File: config.mk
export PLATFORM = sky130hd
export DESIGN_NAME = isc_ctrl_top
export DESIGN_NICKNAME = d
export VERILOG_FILES = /design/src/hdl/isc_ctrl_top.v /design/src/hdl/isc_scl_gen.v
export VERILOG_INCLUDE_DIRS = /design/src /design/src/hdl
export SDC_FILE = /design/constraint.sdc
export NUM_CORES = 1
export LEC_CHECK = 0
export ABC_AREA = 1
export BUFFER_PORTS_ARGS = -buffer_cell sky130_fd_sc_hd__buf_4
export CAP_MARGIN = 20
export CORE_ASPECT_RATIO = 1.1
export CORE_UTILIZATION = 40
export CTS_CLUSTER_DIAMETER = 50
export CTS_CLUSTER_SIZE = 12
export DETAILED_ROUTE_END_ITERATION = 10
export GPL_TIMING_DRIVEN = 0
export SLEW_MARGIN = 20
export SYNTH_ARGS = -nofsm -noshare
export SYNTH_HDL_FRONTEND = slang
export SYNTH_SLANG_ARGS = --single-unit
File: constraint.sdc
create_clock -name clk -period 3.2 [get_ports clk]
set_input_delay 0.96 -clock clk [delete_from_list [all_inputs] [get_ports clk]]
set_output_delay 0.96 -clock clk [all_outputs]
set_load 0.01 [all_outputs]
File: src/hdl/isc_defines.vh
// register addresses, field positions and reset values for the two-wire controller pair
`ifndef ISC_DEFINES_VH
`define ISC_DEFINES_VH

`define ISC_P0_SCL_DIVIDER 32'hffff08a4
`define ISC_P0_SLAVE_CONTROL 32'hffff08a8
`define ISC_P0_SLAVE_AUX 32'hffff08ac
`define ISC_P0_SLAVE_STATUS 32'hffff08b0
`define ISC_P1_SCL_DIVIDER 32'hffff0924
`define ISC_P1_SLAVE_CONTROL 32'hffff0928
`define ISC_P1_SLAVE_AUX 32'hffff092c
`define ISC_P1_SLAVE_STATUS 32'hffff0930

`define ISC_DIV_RESET 16'h1f1f
`define ISC_SCTL_RESET 16'h0000
`define ISC_AUX_RESET 16'h0000
`define ISC_SCTL_MASK 16'h07a0

`define ISC_DIV_HIGH_MSB 15
`define ISC_DIV_HIGH_LSB 8
`define ISC_DIV_LOW_MSB 7
`define ISC_DIV_LOW_LSB 0

`define ISC_SCTL_TX_IRQ_EN 10
`define ISC_SCTL_RX_IRQ_EN 9
`define ISC_SCTL_STOP_IRQ_EN 8
`define ISC_SCTL_FORCE_NOT_ACK 7
`define ISC_SCTL_EARLY_TX_REQ 5

`define ISC_AUX_ADDR_MSB 6
`define ISC_AUX_MASTER_EN 7
`define ISC_AUX_TXDATA_MSB 15
`define ISC_AUX_TXDATA_LSB 8

`define ISC_STA_TX_DONE 0
`define ISC_STA_RX_DONE 1
`define ISC_STA_STOP 2
`define ISC_STA_TX_REQ 3

`endif

File: src/hdl/isc_ctrl_top.v
// two two-wire controller ports: wishbone registers, clock generators and slave engines
// Notes on behaviour
// - as master, drive scl at a rate set by the divider register
// - divider bits 15:8 set the scl high time
// - divider bits 7:0 set the scl low time
// - control bit 10 enables the slave byte-sent interrupt
// - control bit 9 enables the slave data-received interrupt
// - control bit 8 enables the stop-detected interrupt
// - control bit 7 makes the slave not-acknowledge the next byte
// - with bit 7 clear, hardware alone decides acknowledge
// - bit 5 set: transmit request right after scl rise of the read bit
// - bit 5 clear: transmit request right after scl fall of the read bit
//
// The Wishbone slave port was left to the implementer.
`timescale 1ns/1ps
`include "isc_defines.vh"
module isc_ctrl_top #(
  parameter NPORT = 2
) (
  input wire clk,
  input wire rst_b,
  input wire wb_cyc_i,
  input wire wb_stb_i,
  input wire wb_we_i,
  input wire [31:0] wb_adr_i,
  input wire [3:0] wb_sel_i,
  input wire [31:0] wb_dat_i,
  output reg [31:0] wb_dat_o,
  output reg wb_ack_o,
  input wire [NPORT-1:0] sclIn,
  output wire [NPORT-1:0] sclOut,
  output wire [NPORT-1:0] sclOe_b,
  input wire [NPORT-1:0] sdaIn,
  output wire [NPORT-1:0] sdaOut,
  output wire [NPORT-1:0] sdaOe_b,
  output wire [NPORT-1:0] irq
);
  localparam S_IDLE = 3'd0;
  localparam S_ADDR = 3'd1;
  localparam S_ACK = 3'd2;
  localparam S_RX = 3'd3;
  localparam S_TX = 3'd4;
  localparam S_MACK = 3'd5;

  wire req = wb_cyc_i & wb_stb_i;
  // writes land at the edge where the master sees ack, never earlier
  wire wrNow = req & wb_we_i & wb_ack_o;
  // sel[0] guards bits 7:0 and sel[1] bits 15:8; the upper lanes have no storage
  wire [15:0] wrMask = {{8{wb_sel_i[1]}}, {8{wb_sel_i[0]}}};
  wire [31:0] rdPort [0:NPORT-1];

  genvar p;
  generate
    for (p = 0; p < NPORT; p = p + 1) begin : gPort
      wire [31:0] aDiv = (p == 0) ? `ISC_P0_SCL_DIVIDER : `ISC_P1_SCL_DIVIDER;
      wire [31:0] aCtl = (p == 0) ? `ISC_P0_SLAVE_CONTROL : `ISC_P1_SLAVE_CONTROL;
      wire [31:0] aAux = (p == 0) ? `ISC_P0_SLAVE_AUX : `ISC_P1_SLAVE_AUX;
      wire [31:0] aSta = (p == 0) ? `ISC_P0_SLAVE_STATUS : `ISC_P1_SLAVE_STATUS;

      reg [15:0] sclDivider_reg;
      reg [15:0] slaveControl_reg;
      reg [15:0] slaveAux_reg;
      reg [3:0] flags_reg;
      reg [7:0] rxData_reg;
      reg [2:0] state_reg;
      reg [3:0] bitCnt_reg;
      reg [7:0] shift_reg;
      reg rwBit_reg;
      reg sdaLow_reg;
      reg masterAck_reg;
      reg sclPrev_reg;
      reg sdaPrev_reg;
      reg txDonePulse;
      reg rxDonePulse;
      reg stopPulse;
      reg txReqPulse;
      reg nakUsedPulse;
      reg [31:0] rdData;

      wire txIrqEn = slaveControl_reg[`ISC_SCTL_TX_IRQ_EN];
      wire rxIrqEn = slaveControl_reg[`ISC_SCTL_RX_IRQ_EN];
      wire stopIrqEn = slaveControl_reg[`ISC_SCTL_STOP_IRQ_EN];
      wire forceNotAck = slaveControl_reg[`ISC_SCTL_FORCE_NOT_ACK];
      wire earlyTxReq = slaveControl_reg[`ISC_SCTL_EARLY_TX_REQ];
      wire [6:0] ownAddr = slaveAux_reg[`ISC_AUX_ADDR_MSB:0];
      wire [7:0] txData = slaveAux_reg[`ISC_AUX_TXDATA_MSB:`ISC_AUX_TXDATA_LSB];
      wire sclRise = sclIn[p] & ~sclPrev_reg;
      wire sclFall = ~sclIn[p] & sclPrev_reg;
      wire startCond = sclIn[p] & sclPrev_reg & sdaPrev_reg & ~sdaIn[p];
      wire stopCond = sclIn[p] & sclPrev_reg & ~sdaPrev_reg & sdaIn[p];
      wire addrHit = (shift_reg[6:0] == ownAddr);
      wire sclLow;
      wire [3:0] setFlags = {txReqPulse, stopPulse, rxDonePulse, txDonePulse};

      isc_scl_gen #(
        .CW(8)
      ) uSclGen (
        .clk(clk),
        .rst_b(rst_b),
        .enable(slaveAux_reg[`ISC_AUX_MASTER_EN]),
        .highCount(sclDivider_reg[`ISC_DIV_HIGH_MSB:`ISC_DIV_HIGH_LSB]),
        .lowCount(sclDivider_reg[`ISC_DIV_LOW_MSB:`ISC_DIV_LOW_LSB]),
        .sclIn(sclIn[p]),
        .sclDriveLow(sclLow)
      );

      assign sclOut[p] = 1'b0;
      assign sclOe_b[p] = ~sclLow;
      assign sdaOut[p] = 1'b0;
      assign sdaOe_b[p] = ~sdaLow_reg;
      assign irq[p] = (flags_reg[`ISC_STA_TX_DONE] & txIrqEn) |
        (flags_reg[`ISC_STA_TX_REQ] & txIrqEn) |
        (flags_reg[`ISC_STA_RX_DONE] & rxIrqEn) |
        (flags_reg[`ISC_STA_STOP] & stopIrqEn);

      always @(posedge clk or negedge rst_b) begin
        if (!rst_b) begin
          sclDivider_reg <= `ISC_DIV_RESET;
          slaveControl_reg <= `ISC_SCTL_RESET;
          slaveAux_reg <= `ISC_AUX_RESET;
          flags_reg <= 4'h0;
        end else begin
          if (wrNow && wb_adr_i == aDiv) begin
            sclDivider_reg <= (sclDivider_reg & ~wrMask) | (wb_dat_i[15:0] & wrMask);
          end
          // reserved control bits are not stored and read back as zero
          if (wrNow && wb_adr_i == aCtl) begin
            slaveControl_reg <= ((slaveControl_reg & ~wrMask) | (wb_dat_i[15:0] & wrMask))
              & `ISC_SCTL_MASK;
          end else if (nakUsedPulse) begin
            slaveControl_reg[`ISC_SCTL_FORCE_NOT_ACK] <= 1'b0;
          end
          if (wrNow && wb_adr_i == aAux) begin
            slaveAux_reg <= (slaveAux_reg & ~wrMask) | (wb_dat_i[15:0] & wrMask);
          end
          // write one to clear; a new event in the same cycle wins
          if (wrNow && wb_adr_i == aSta && wb_sel_i[0]) begin
            flags_reg <= (flags_reg & ~wb_dat_i[3:0]) | setFlags;
          end else begin
            flags_reg <= flags_reg | setFlags;
          end
        end
      end

      always @(posedge clk or negedge rst_b) begin
        if (!rst_b) begin
          state_reg <= S_IDLE;
          bitCnt_reg <= 4'h0;
          shift_reg <= 8'h00;
          rwBit_reg <= 1'b0;
          sdaLow_reg <= 1'b0;
          masterAck_reg <= 1'b0;
          // previous samples start at the idle-high level so no false edge follows reset
          sclPrev_reg <= 1'b1;
          sdaPrev_reg <= 1'b1;
          rxData_reg <= 8'h00;
          txDonePulse <= 1'b0;
          rxDonePulse <= 1'b0;
          stopPulse <= 1'b0;
          txReqPulse <= 1'b0;
          nakUsedPulse <= 1'b0;
        end else begin
          sclPrev_reg <= sclIn[p];
          sdaPrev_reg <= sdaIn[p];
          txDonePulse <= 1'b0;
          rxDonePulse <= 1'b0;
          stopPulse <= 1'b0;
          txReqPulse <= 1'b0;
          nakUsedPulse <= 1'b0;
          if (stopCond) begin
            stopPulse <= 1'b1;
            state_reg <= S_IDLE;
            sdaLow_reg <= 1'b0;
          end else if (startCond) begin
            state_reg <= S_ADDR;
            bitCnt_reg <= 4'h0;
            sdaLow_reg <= 1'b0;
          end else begin
            case (state_reg)
              S_ADDR, S_RX: begin
                if (sclRise && bitCnt_reg != 4'h8) begin
                  shift_reg <= {shift_reg[6:0], sdaIn[p]};
                  bitCnt_reg <= bitCnt_reg + 1'b1;
                  if (state_reg == S_ADDR && bitCnt_reg == 4'h7 && addrHit && sdaIn[p]
                      && earlyTxReq) begin
                    txReqPulse <= 1'b1;
                  end
                end else if (sclFall && bitCnt_reg == 4'h8) begin
                  bitCnt_reg <= 4'h0;
                  if (state_reg == S_ADDR) begin
                    if (shift_reg[7:1] == ownAddr) begin
                      sdaLow_reg <= 1'b1;
                      rwBit_reg <= shift_reg[0];
                      state_reg <= S_ACK;
                      if (shift_reg[0] && !earlyTxReq) begin
                        txReqPulse <= 1'b1;
                      end
                    end else begin
                      state_reg <= S_IDLE;
                    end
                  end else begin
                    rxData_reg <= shift_reg;
                    rxDonePulse <= 1'b1;
                    sdaLow_reg <= ~forceNotAck;
                    nakUsedPulse <= forceNotAck;
                    state_reg <= S_ACK;
                  end
                end
              end
              S_ACK: begin
                if (sclFall) begin
                  if (rwBit_reg) begin
                    // first data bit goes out on the fall that ends the acknowledge
                    shift_reg <= txData;
                    sdaLow_reg <= ~txData[7];
                    bitCnt_reg <= 4'h1;
                    state_reg <= S_TX;
                  end else begin
                    sdaLow_reg <= 1'b0;
                    bitCnt_reg <= 4'h0;
                    state_reg <= S_RX;
                  end
                end
              end
              S_TX: begin
                if (sclFall) begin
                  if (bitCnt_reg == 4'h8) begin
                    sdaLow_reg <= 1'b0;
                    txDonePulse <= 1'b1;
                    state_reg <= S_MACK;
                  end else begin
                    sdaLow_reg <= ~shift_reg[6];
                    shift_reg <= {shift_reg[6:0], 1'b0};
                    bitCnt_reg <= bitCnt_reg + 1'b1;
                  end
                end
              end
              S_MACK: begin
                if (sclRise) begin
                  masterAck_reg <= ~sdaIn[p];
                  txReqPulse <= ~sdaIn[p];
                end else if (sclFall) begin
                  if (masterAck_reg) begin
                    shift_reg <= txData;
                    sdaLow_reg <= ~txData[7];
                    bitCnt_reg <= 4'h1;
                    state_reg <= S_TX;
                  end else begin
                    // master ended the read; release and wait for stop or start
                    state_reg <= S_IDLE;
                  end
                end
              end
              default: begin
                state_reg <= S_IDLE;
              end
            endcase
          end
        end
      end

      always @* begin
        rdData = 32'h00000000;
        if (wb_adr_i == aDiv) begin
          rdData = {16'h0000, sclDivider_reg};
        end else if (wb_adr_i == aCtl) begin
          rdData = {16'h0000, slaveControl_reg};
        end else if (wb_adr_i == aAux) begin
          rdData = {16'h0000, slaveAux_reg};
        end else if (wb_adr_i == aSta) begin
          // engine state is visible read-only so software can spot a stuck transfer
          rdData = {16'h0000, rxData_reg, 1'b0, state_reg, flags_reg};
        end
      end
      assign rdPort[p] = rdData;
    end
  endgenerate

  // each port decodes only its own addresses, so or-ing the ports selects the one hit
  reg [31:0] rdAll;
  integer k;

  always @* begin
    rdAll = 32'h00000000;
    for (k = 0; k < NPORT; k = k + 1) begin
      rdAll = rdAll | rdPort[k];
    end
  end

  // single-cycle wait: ack one cycle after the request, read data with it
  always @(posedge clk or negedge rst_b) begin
    if (!rst_b) begin
      wb_ack_o <= 1'b0;
      wb_dat_o <= 32'h00000000;
    end else begin
      wb_ack_o <= req & ~wb_ack_o;
      if (req && !wb_ack_o) begin
        wb_dat_o <= rdAll;
      end
    end
  end
endmodule // isc_ctrl_top

File: src/hdl/isc_scl_gen.v
// master serial clock generator: counted high and low phases with clock stretching
`timescale 1ns/1ps
module isc_scl_gen #(
  parameter CW = 8
) (
  input wire clk,
  input wire rst_b,
  input wire enable,
  input wire [CW-1:0] highCount,
  input wire [CW-1:0] lowCount,
  input wire sclIn,
  output wire sclDriveLow
);
  reg [CW-1:0] cnt_reg;
  reg lowPhase_reg;

  // each phase lasts its field value plus one cycle, so a zero field never stalls
  always @(posedge clk or negedge rst_b) begin
    if (!rst_b) begin
      cnt_reg <= {CW{1'b0}};
      lowPhase_reg <= 1'b0;
    end else if (!enable) begin
      cnt_reg <= {CW{1'b0}};
      lowPhase_reg <= 1'b0;
    end else if (lowPhase_reg) begin
      if (cnt_reg == lowCount) begin
        cnt_reg <= {CW{1'b0}};
        lowPhase_reg <= 1'b0;
      end else begin
        cnt_reg <= cnt_reg + 1'b1;
      end
    end else if (sclIn) begin
      // high time counts only once the line is really high, so a stretching slave holds it
      if (cnt_reg == highCount) begin
        cnt_reg <= {CW{1'b0}};
        lowPhase_reg <= 1'b1;
      end else begin
        cnt_reg <= cnt_reg + 1'b1;
      end
    end
  end

  assign sclDriveLow = enable & lowPhase_reg;
endmodule // isc_scl_gen
==> results of run 1 <==
==> where the power goes <==
group | leakage, nW | switching [mW] | total (mW) | internal, mW
logic | 3.12 | 0.353 | 0.588 | 0.235
registers | 2.39 | 0.0946 | 2.48 | 2.39
clock network | 0.271 | 0.989 | 2.00 | 1.01
total | 5.78 | 1.44 | 5.07 | 3.63
==> worst min path at each step <==
stage,start,slack (ns),cells past startpoint,endpoint
3_3_place_gp,gPort[1].txDonePulse,0.41,2,gPort[1].flags_reg[0]
4_1_cts,gPort[0].nakUsedPulse,0.43,1,gPort[0].slaveControl_reg[7]
5_1_grt,gPort[0].nakUsedPulse,0.45,1,gPort[0].slaveControl_reg[7]
2_1_floorplan,gPort[0].txDonePulse,0.41,2,gPort[0].flags_reg[0]
3_5_place_dp,gPort[1].txReqPulse,0.42,2,gPort[1].flags_reg[3]
6_report,gPort[0].nakUsedPulse,0.43,1,gPort[0].slaveControl_reg[7]
==> final cells by class <==
cell class | instances | area (µm²)
Buffer | 49 | 319
Clock buffer | 17 | 425
Clock inverter | 15 | 118
Fill cell | 2571 | 13300
Inverter | 183 | 687
Multi-Input combinational cell | 1016 | 4840
Sequential cell | 183 | 4610
Tap cell | 346 | 433
Timing Repair Buffer | 82 | 643
==> worst max-delay path: stages <==
cell                      delay [ns]
sky130_fd_sc_hd__buf_4          0.08
sky130_fd_sc_hd__nand2_1        0.06
sky130_fd_sc_hd__inv_1          0.05
sky130_fd_sc_hd__nand3_1        0.23
sky130_fd_sc_hd__nor2_1         0.72
sky130_fd_sc_hd__nand2_2        0.26
sky130_fd_sc_hd__buf_2          0.27
sky130_fd_sc_hd__nand2_1        0.07
sky130_fd_sc_hd__o21ai_1        0.05
==> cells in the final DEF, fill, tap and decap left out, drive strengths merged, types with 3 or more instances in the layout <==
master / synthesis / routed
ha: 6 / 6
o211ai: 4 / 4
buf: 44 / 126
inv: 182 / 190
clkinv: 1 / 7
nand3b: 3 / 3
dfstp: 24 / 24
nor2: 164 / 164
xor2: 25 / 25
o22ai: 7 / 7
conb: 1 / 20
nand2: 411 / 411
nand4: 21 / 21
nand3: 116 / 116
nor3: 23 / 23
clkbuf: 5 / 22
o21ai: 149 / 149
a21oi: 32 / 32
dfrtp: 159 / 159
xnor2: 20 / 20
==> layer usage <==
metal,vias to the layer above,GRT usage,wire (µm)
met3,38,0.0322,1470
met5,-,0,0
li1,4698,-,-
met1,4357,0.326,14200
met2,260,0.411,14700
met4,0,0.0776,678
==> through the flow <==
stage	instance area, µm²	setup TNS [ns]
after floorplan	10500	0
after global routing	12100	0
final	12100	0
after CTS	12100	0
after global placement	11500	-5.43
after detailed placement	11500	0
==> kinds of logic (layout without fill, tap and decap cells) <==
group,after synthesis,in the layout,share of synthesized area
buffers and inverters,232,346,0.0969
other,1,20,0.000361
DFF,183,183,0.444
and+or+nand+nor,744,744,0.307
AOI/OAI and AO/OA,200,200,0.105
muxes,1,1,0.000964
xor gates and xnor gates,45,45,0.0380
adders and majority gates,6,6,0.00723
==> run_results.csv, run 1 <==
group,metric,value,unit
placed_design,dp.cells,1859,
final_layout,antenna_cells_inserted,0,
yosys,synth.most_common_cell,"sky130_fd_sc_hd__nand2_1",
final_layout,layoutNonFillerInstCount,1891,
clocking,cts-root-to-sink-buffers,2,
worst_setup_path,worst-setup-path-type,"in -> reg",
yosys,post_synth_inst_count,1412,
yosys,synth_cell_type_count,47,
clocking,post_cts.repair.setup_buffers,0,
floorplanning,placeableCoreArea,25400,µm²
global_route,grt_use_total,0.244,
clocking,post_cts_hold_buffer_count,0,
worst_setup_path,crit-reg2reg-launch,"gPort[0].bitCnt_reg[0]",
route,avgViaCountPerCell,4.95,
job,number_of_violations_of_the_max_capacitance_limit,0,
route,overall_routed_net_length,31100,µm
clocking,cts_tree,"done",
yosys,syn_area,10400,µm²
final_layout,final_layout_size_suffix_gt1_frac,0.155,
worst_setup_path,critical_path.max_fanout,10,
yosys,netlist_top_cells_area,"sky130_fd_sc_hd__dfrtp_1 (38%), sky130_fd_sc_hd__nand2_1 (14%), sky130_fd_sc_hd__inv_1 (6.4%)",
yosys,syn_avg_cell_area,7.35,µm²
clocking,cts_repair_resize_count,0,
global_route,grt_pass1_vias,8929,
timing,final_hold_viol_count,0,
final_layout,area_growth,16.3,%
timing,timing.final.max_slew_violations,0,
timing,finalWorstSetupSlack,0.781,ns
yosys,synthDominantAreaCellType,"sky130_fd_sc_hd__dfrtp_1",
route,firstDrtPassIters,5,
final_layout,layout_net_count,1615,
floorplanning,initial_core_util,0.409,
timing,setup_violations,0,
worst_hold_path,worstHoldPathType,"reg -> reg",
route,detailroute.via_count,9353,
placed_design,place.port_buffers,81,
power_and_ir_drop,power.total,5.07,mW
yosys,yosys_warnings,0,
clocking,cts-buffers-inserted,17,
worst_setup_path,worst_setup_path_end_kind,"flip-flop",
power_and_ir_drop,power_density,420,nW/µm²
yosys,async_reset_ff_frac,1.00,
global_route,first_pass_grt_wire_length,49000,µm
worst_setup_path,worstReg2RegEnd,"gPort[0].rxData_reg[6]",
yosys,synth_commonest_cells,"sky130_fd_sc_hd__nand2_1 (396), sky130_fd_sc_hd__inv_1 (177), sky130_fd_sc_hd__dfrtp_1 (159)",
floorplanning,top_level_ports,120,
clocking,cts.sinks,183,
yosys,synth-edff-count,0,
timing,grt_setup_unrepaired,"no",
global_route,grt_max_degree,94,
route,drcViolationCount,0,
global_route,antenna_found_initial,0,
yosys,synth_top_area_share,0.383,
clocking,cts-root-buf,"sky130_fd_sc_hd__clkbuf_16",
timing,final_critical_delay_including_setup_and_external_delays,2.42,ns
floorplanning,floorplan.die.height,171,µm
route,ant_nets,0,
floorplanning,num_rows,61,
timing,normalized_max_slew_margin,0.449,
timing,holdWs,0.429,ns
placed_design,place.gp.congestion,0.911,
yosys,synth_ff_type,"sky130_fd_sc_hd__dfrtp_1",
timing,finClkSkew,0.0141,ns
timing,final_min_period_over_clock_period,0.756,
clocking,worst_skew_pair.late_latency,0.44,ns
timing,fmaxAchievable,413,MHz
run_status,result_of_the_run,"finished, final reports clean",
worst_setup_path,r2r_slack,1.05,ns
worst_setup_path,crit_required,3.52,ns
clocking,clk_transition_reported_paths,0.07,ns
floorplanning,dieWidth,156,µm
power_and_ir_drop,vdd.ir_drop.worst,0.354,mV
worst_setup_path,reg2reg_depth,10,
clocking,htree_levels,4,
worst_setup_path,timing.critical_path.from,"wb_cyc_i",
worst_setup_path,cp.arrival,2.74,ns
power_and_ir_drop,p_leak,5.78,nW
global_route,globalRoute.totalOverflow,0,
route,routed_wire_per_std_cell,16.4,µm
placed_design,place_ws,0.402,ns
yosys,flop_and_latch_count_out_of_synthesis,183,
placed_design,hpwlAfterDp,24100,µm
timing,worst_margin_slew,0.823,ns
worst_setup_path,kind_of_launch_point_of_the_worst_setup_path,"input pin",
yosys,synth_seq_area_share,0.444,
final_layout,postLayoutCoreUtil,0.475,
route,drt_iter0_markers,568,
floorplanning,die_area,26600,µm²
Power figures use the tool's default switching activity.
==> run 2: changes to the inputs <==
Settings changed: ABC_AREA 1 to 0.
Clock period 3.2 ns to 2 ns, I/O delays scaled along.
==> run_results.csv, run 2 <==
group,metric,value,unit
run_status,result_of_the_run,"complete, but fails checks",
run_status,violations,"negative setup slack",
clocking,cts-root-buf,"sky130_fd_sc_hd__clkbuf_16",
timing,finClkSkew,0.0104,ns
final_layout,ff_latch_area,4630,µm²
timing,setup_violations,99,
worst_setup_path,critical_path.max_fanout,8,
final_layout,antenna_cells_inserted,0,
yosys,flop_and_latch_count_out_of_synthesis,183,
route,overall_routed_net_length,30700,µm
clocking,clk_transition_reported_paths,0.07,ns
yosys,syn_area,9870,µm²
global_route,first_pass_grt_wire_length,46600,µm
timing,final_hold_viol_count,0,
route,routed.top_layer,"met4",
power_and_ir_drop,p_comb_frac,0.236,
power_and_ir_drop,power.internal,7.00,mW
floorplanning,floorplan.die.height,167,µm
power_and_ir_drop,power.switching,2.98,mW
final_layout,layout_filler_cell_count,2118,
power_and_ir_drop,p_leak,5.66,nW
final_layout,layoutNonFillerInstCount,1419,
floorplanning,initial_core_util,0.413,
worst_setup_path,kind_of_launch_point_of_the_worst_setup_path,"input pin",
global_route,grt_max_degree,97,
power_and_ir_drop,power.share.clock,0.341,
clocking,cts-root-to-sink-buffers,2,
power_and_ir_drop,power.share.switching,0.299,
global_route,grt_use_total,0.247,
floorplanning,num_rows,59,
final_layout,area_growth,29.9,%
global_route,globalRoute.totalOverflow,0,
floorplanning,dieWidth,152,µm
route,detailroute.via_count,8111,
worst_setup_path,r2r_slack,-0.06,ns
yosys,synth_top_area_share,0.403,
yosys,post_synth_inst_count,938,
final_layout,area_used_by_multi_input_combinational_logic,5680,µm²
worst_hold_path,worstHoldPathType,"in -> async",
timing,finalWorstSetupSlack,-0.163,ns
timing,worst_margin_slew,0.744,ns
yosys,syn_avg_cell_area,10.5,µm²
timing,final_critical_delay_including_setup_and_external_delays,2.16,ns
yosys,yosys_warnings,0,
worst_setup_path,worst_setup_path_end_kind,"flip-flop",
power_and_ir_drop,vdd.ir_drop.worst,0.589,mV
worst_setup_path,reg2reg_depth,7,
clocking,cts_tree,"done",
route,wirelength_met1,12500,µm
timing,fmaxAchievable,462,MHz
placed_design,place.gp.congestion,0.888,
worst_setup_path,crit_required,2.33,ns
yosys,netlist_top_cells_area,"sky130_fd_sc_hd__dfrtp_1 (40%), sky130_fd_sc_hd__mux2_2 (12%), sky130_fd_sc_hd__dfstp_2 (6.4%)",
yosys,async_reset_ff_frac,1.00,
global_route,antenna_found_initial,0,
worst_setup_path,worst-setup-path-type,"in -> reg",
timing,normalized_max_slew_margin,0.504,
route,firstDrtPassIters,8,
route,avgViaCountPerCell,5.72,
placed_design,dp.cells,1343,
floorplanning,die_area,25300,µm²
clocking,cts-buffers-inserted,17,
clocking,cts.sinks,183,
yosys,synth.most_common_cell,"sky130_fd_sc_hd__dfrtp_1",
worst_setup_path,crit-reg2reg-launch,"gPort[0].sclPrev_reg",
floorplanning,top_level_ports,120,
timing,timing.final.max_slew_violations,0,
timing,holdWs,0.131,ns
yosys,synth_seq_area_share,0.467,
route,ant_nets,0,
route,routed_wire_per_std_cell,21.6,µm
final_layout,final_layout_size_suffix_gt1_frac,0.413,
yosys,synth_cell_type_count,73,
route,dr_wl_met3,1530,µm
job,number_of_violations_of_the_max_capacitance_limit,0,
worst_setup_path,worstReg2RegEnd,"gPort[0].shift_reg[3]",
timing,final_min_period_over_clock_period,1.08,
power_and_ir_drop,power_density,779,nW/µm²
clocking,worst_skew_pair.late_latency,0.45,ns
worst_setup_path,cp.arrival,2.49,ns
route,drt_iter0_markers,610,
floorplanning,placeableCoreArea,23900,µm²
worst_setup_path,timing.critical_path.from,"wb_adr_i[15]",
final_layout,mostFrequentLayoutCell,"sky130_fd_sc_hd__dfrtp_1",
yosys,synth_commonest_cells,"sky130_fd_sc_hd__dfrtp_1 (159), sky130_fd_sc_hd__mux2_2 (107), sky130_fd_sc_hd__nor2_1 (65)",
route,drcViolationCount,0,
final_layout,most-common-layout-cells,"sky130_fd_sc_hd__dfrtp_1 (142), sky130_fd_sc_hd__buf_4 (139), sky130_fd_sc_hd__mux2_2 (93)",
placed_design,place.port_buffers,80,
placed_design,hpwlAfterDp,21800,µm
timing,grt_setup_unrepaired,"yes",
final_layout,layout_net_count,1184,
clocking,htree_levels,4,
yosys,synthDominantAreaCellType,"sky130_fd_sc_hd__dfrtp_1",
global_route,grt_pass1_vias,7970,
yosys,synth_ff_type,"sky130_fd_sc_hd__dfrtp_1",
yosys,synth-edff-count,0,
power_and_ir_drop,p_seq_frac,0.422,
timing,final.setup.tns,-8.49,ns
route,detailroute.wirelength.met2,15700,µm
-- run 2: changes by cell type in the layout (fill, tap and decap cells not counted), sizes merged, moves of 37 or more --
cell | before | now
inv | 190 | 22
buf | 126 | 163
nand2 | 411 | 67
nor2 | 164 | 66
mux2 | 0 | 109
nand3 | 116 | 34
o21ai | 149 | 43
-- run 2: through the flow --
stage	instance area, µm²	total power [mW]	setup WS, ns	util
6_report	12800	9.98	-0.163	0.536
5_1_grt	12800	10.4	-0.221	0.536
4_1_cts	12200	9.53	-0.185	0.511
3_5_place_dp	11100	5.98	-1.05	0.462
3_3_place_gp	11000	5.95	-0.998	0.461
2_1_floorplan	10000	5.26	-0.468	-
-- run 2: layout make-up --
class	instances	share of cell area
Buffer	50	0.0282
Timing Repair Buffer	134	0.0868
Clock inverter	11	0.00947
Clock buffer	21	0.0359
Sequential cell	183	0.361
Inverter	20	0.00586
Tap cell	305	0.0298
Multi-Input combinational cell	695	0.443
-- run 2: logic make-up after synthesis --
family                   after synthesis  synth area share
flip-flops                           183             0.467
other                                  1          0.000380
AO/OA/AOI/OAI                        189             0.130
multiplexers                         120             0.136
buffers and inverters                 79            0.0404
AND/OR/NAND/NOR                      292             0.159
adder cells (fa/ha/maj)                6           0.00761
XOR/XNOR                              68            0.0603
-- run 2: routing by layer --
metal	track usage	vias to the layer above
met2	0.417	261
met3	0.0337	64
met5	0	-
met1	0.317	4057
li1	-	3729
met4	0.0934	0
-- run 2: worst min-delay path by stage --
| stage | start | to | slack, ns | cells after the start |
|---|---|---|---|---|
| 2_1_floorplan | rst_b | async pin | 0.30 | 0 |
| 5_1_grt | rst_b | gPort[0].uSclGen.cnt_reg[4] | 0.20 | 1 |
| 3_3_place_gp | gPort[0].rxDonePulse | gPort[0].flags_reg[1] | 0.41 | 1 |
| 4_1_cts | rst_b | gPort[0].uSclGen.cnt_reg[2] | 0.18 | 1 |
| 3_5_place_dp | gPort[1].stopPulse | gPort[1].flags_reg[2] | 0.41 | 1 |
| 6_report | rst_b | gPort[0].uSclGen.cnt_reg[2] | 0.13 | 1 |
-- run 2: power by group through the flow --
stage | clock, mW | combinational (mW) | sequential (mW)
final | 3.41 | 2.36 | 4.21
after global routing | 3.58 | 2.55 | 4.25
after CTS | 3.45 | 1.86 | 4.21
after detailed placement | 0 | 1.71 | 4.27
after global placement | 0 | 1.69 | 4.26
after floorplan | 0 | 1.08 | 4.18
-- run 2: critical path, cell delays in order --
cell                      delay (ns)
sky130_fd_sc_hd__buf_6          0.09
sky130_fd_sc_hd__or4b_4         0.57
sky130_fd_sc_hd__nor4_4         0.33
sky130_fd_sc_hd__nand2_4        0.14
sky130_fd_sc_hd__nor3_4         0.16
sky130_fd_sc_hd__buf_6          0.18
sky130_fd_sc_hd__nand2_8        0.09
sky130_fd_sc_hd__mux2_4         0.31
-- run 2: repair_timing --
action	CTS	global route
gates resized for setup	92	107
pin swaps	29	43
setup endpoints to repair	145	139
hold buffers	0	0
setup buffers	26	25
gates cloned	2	1
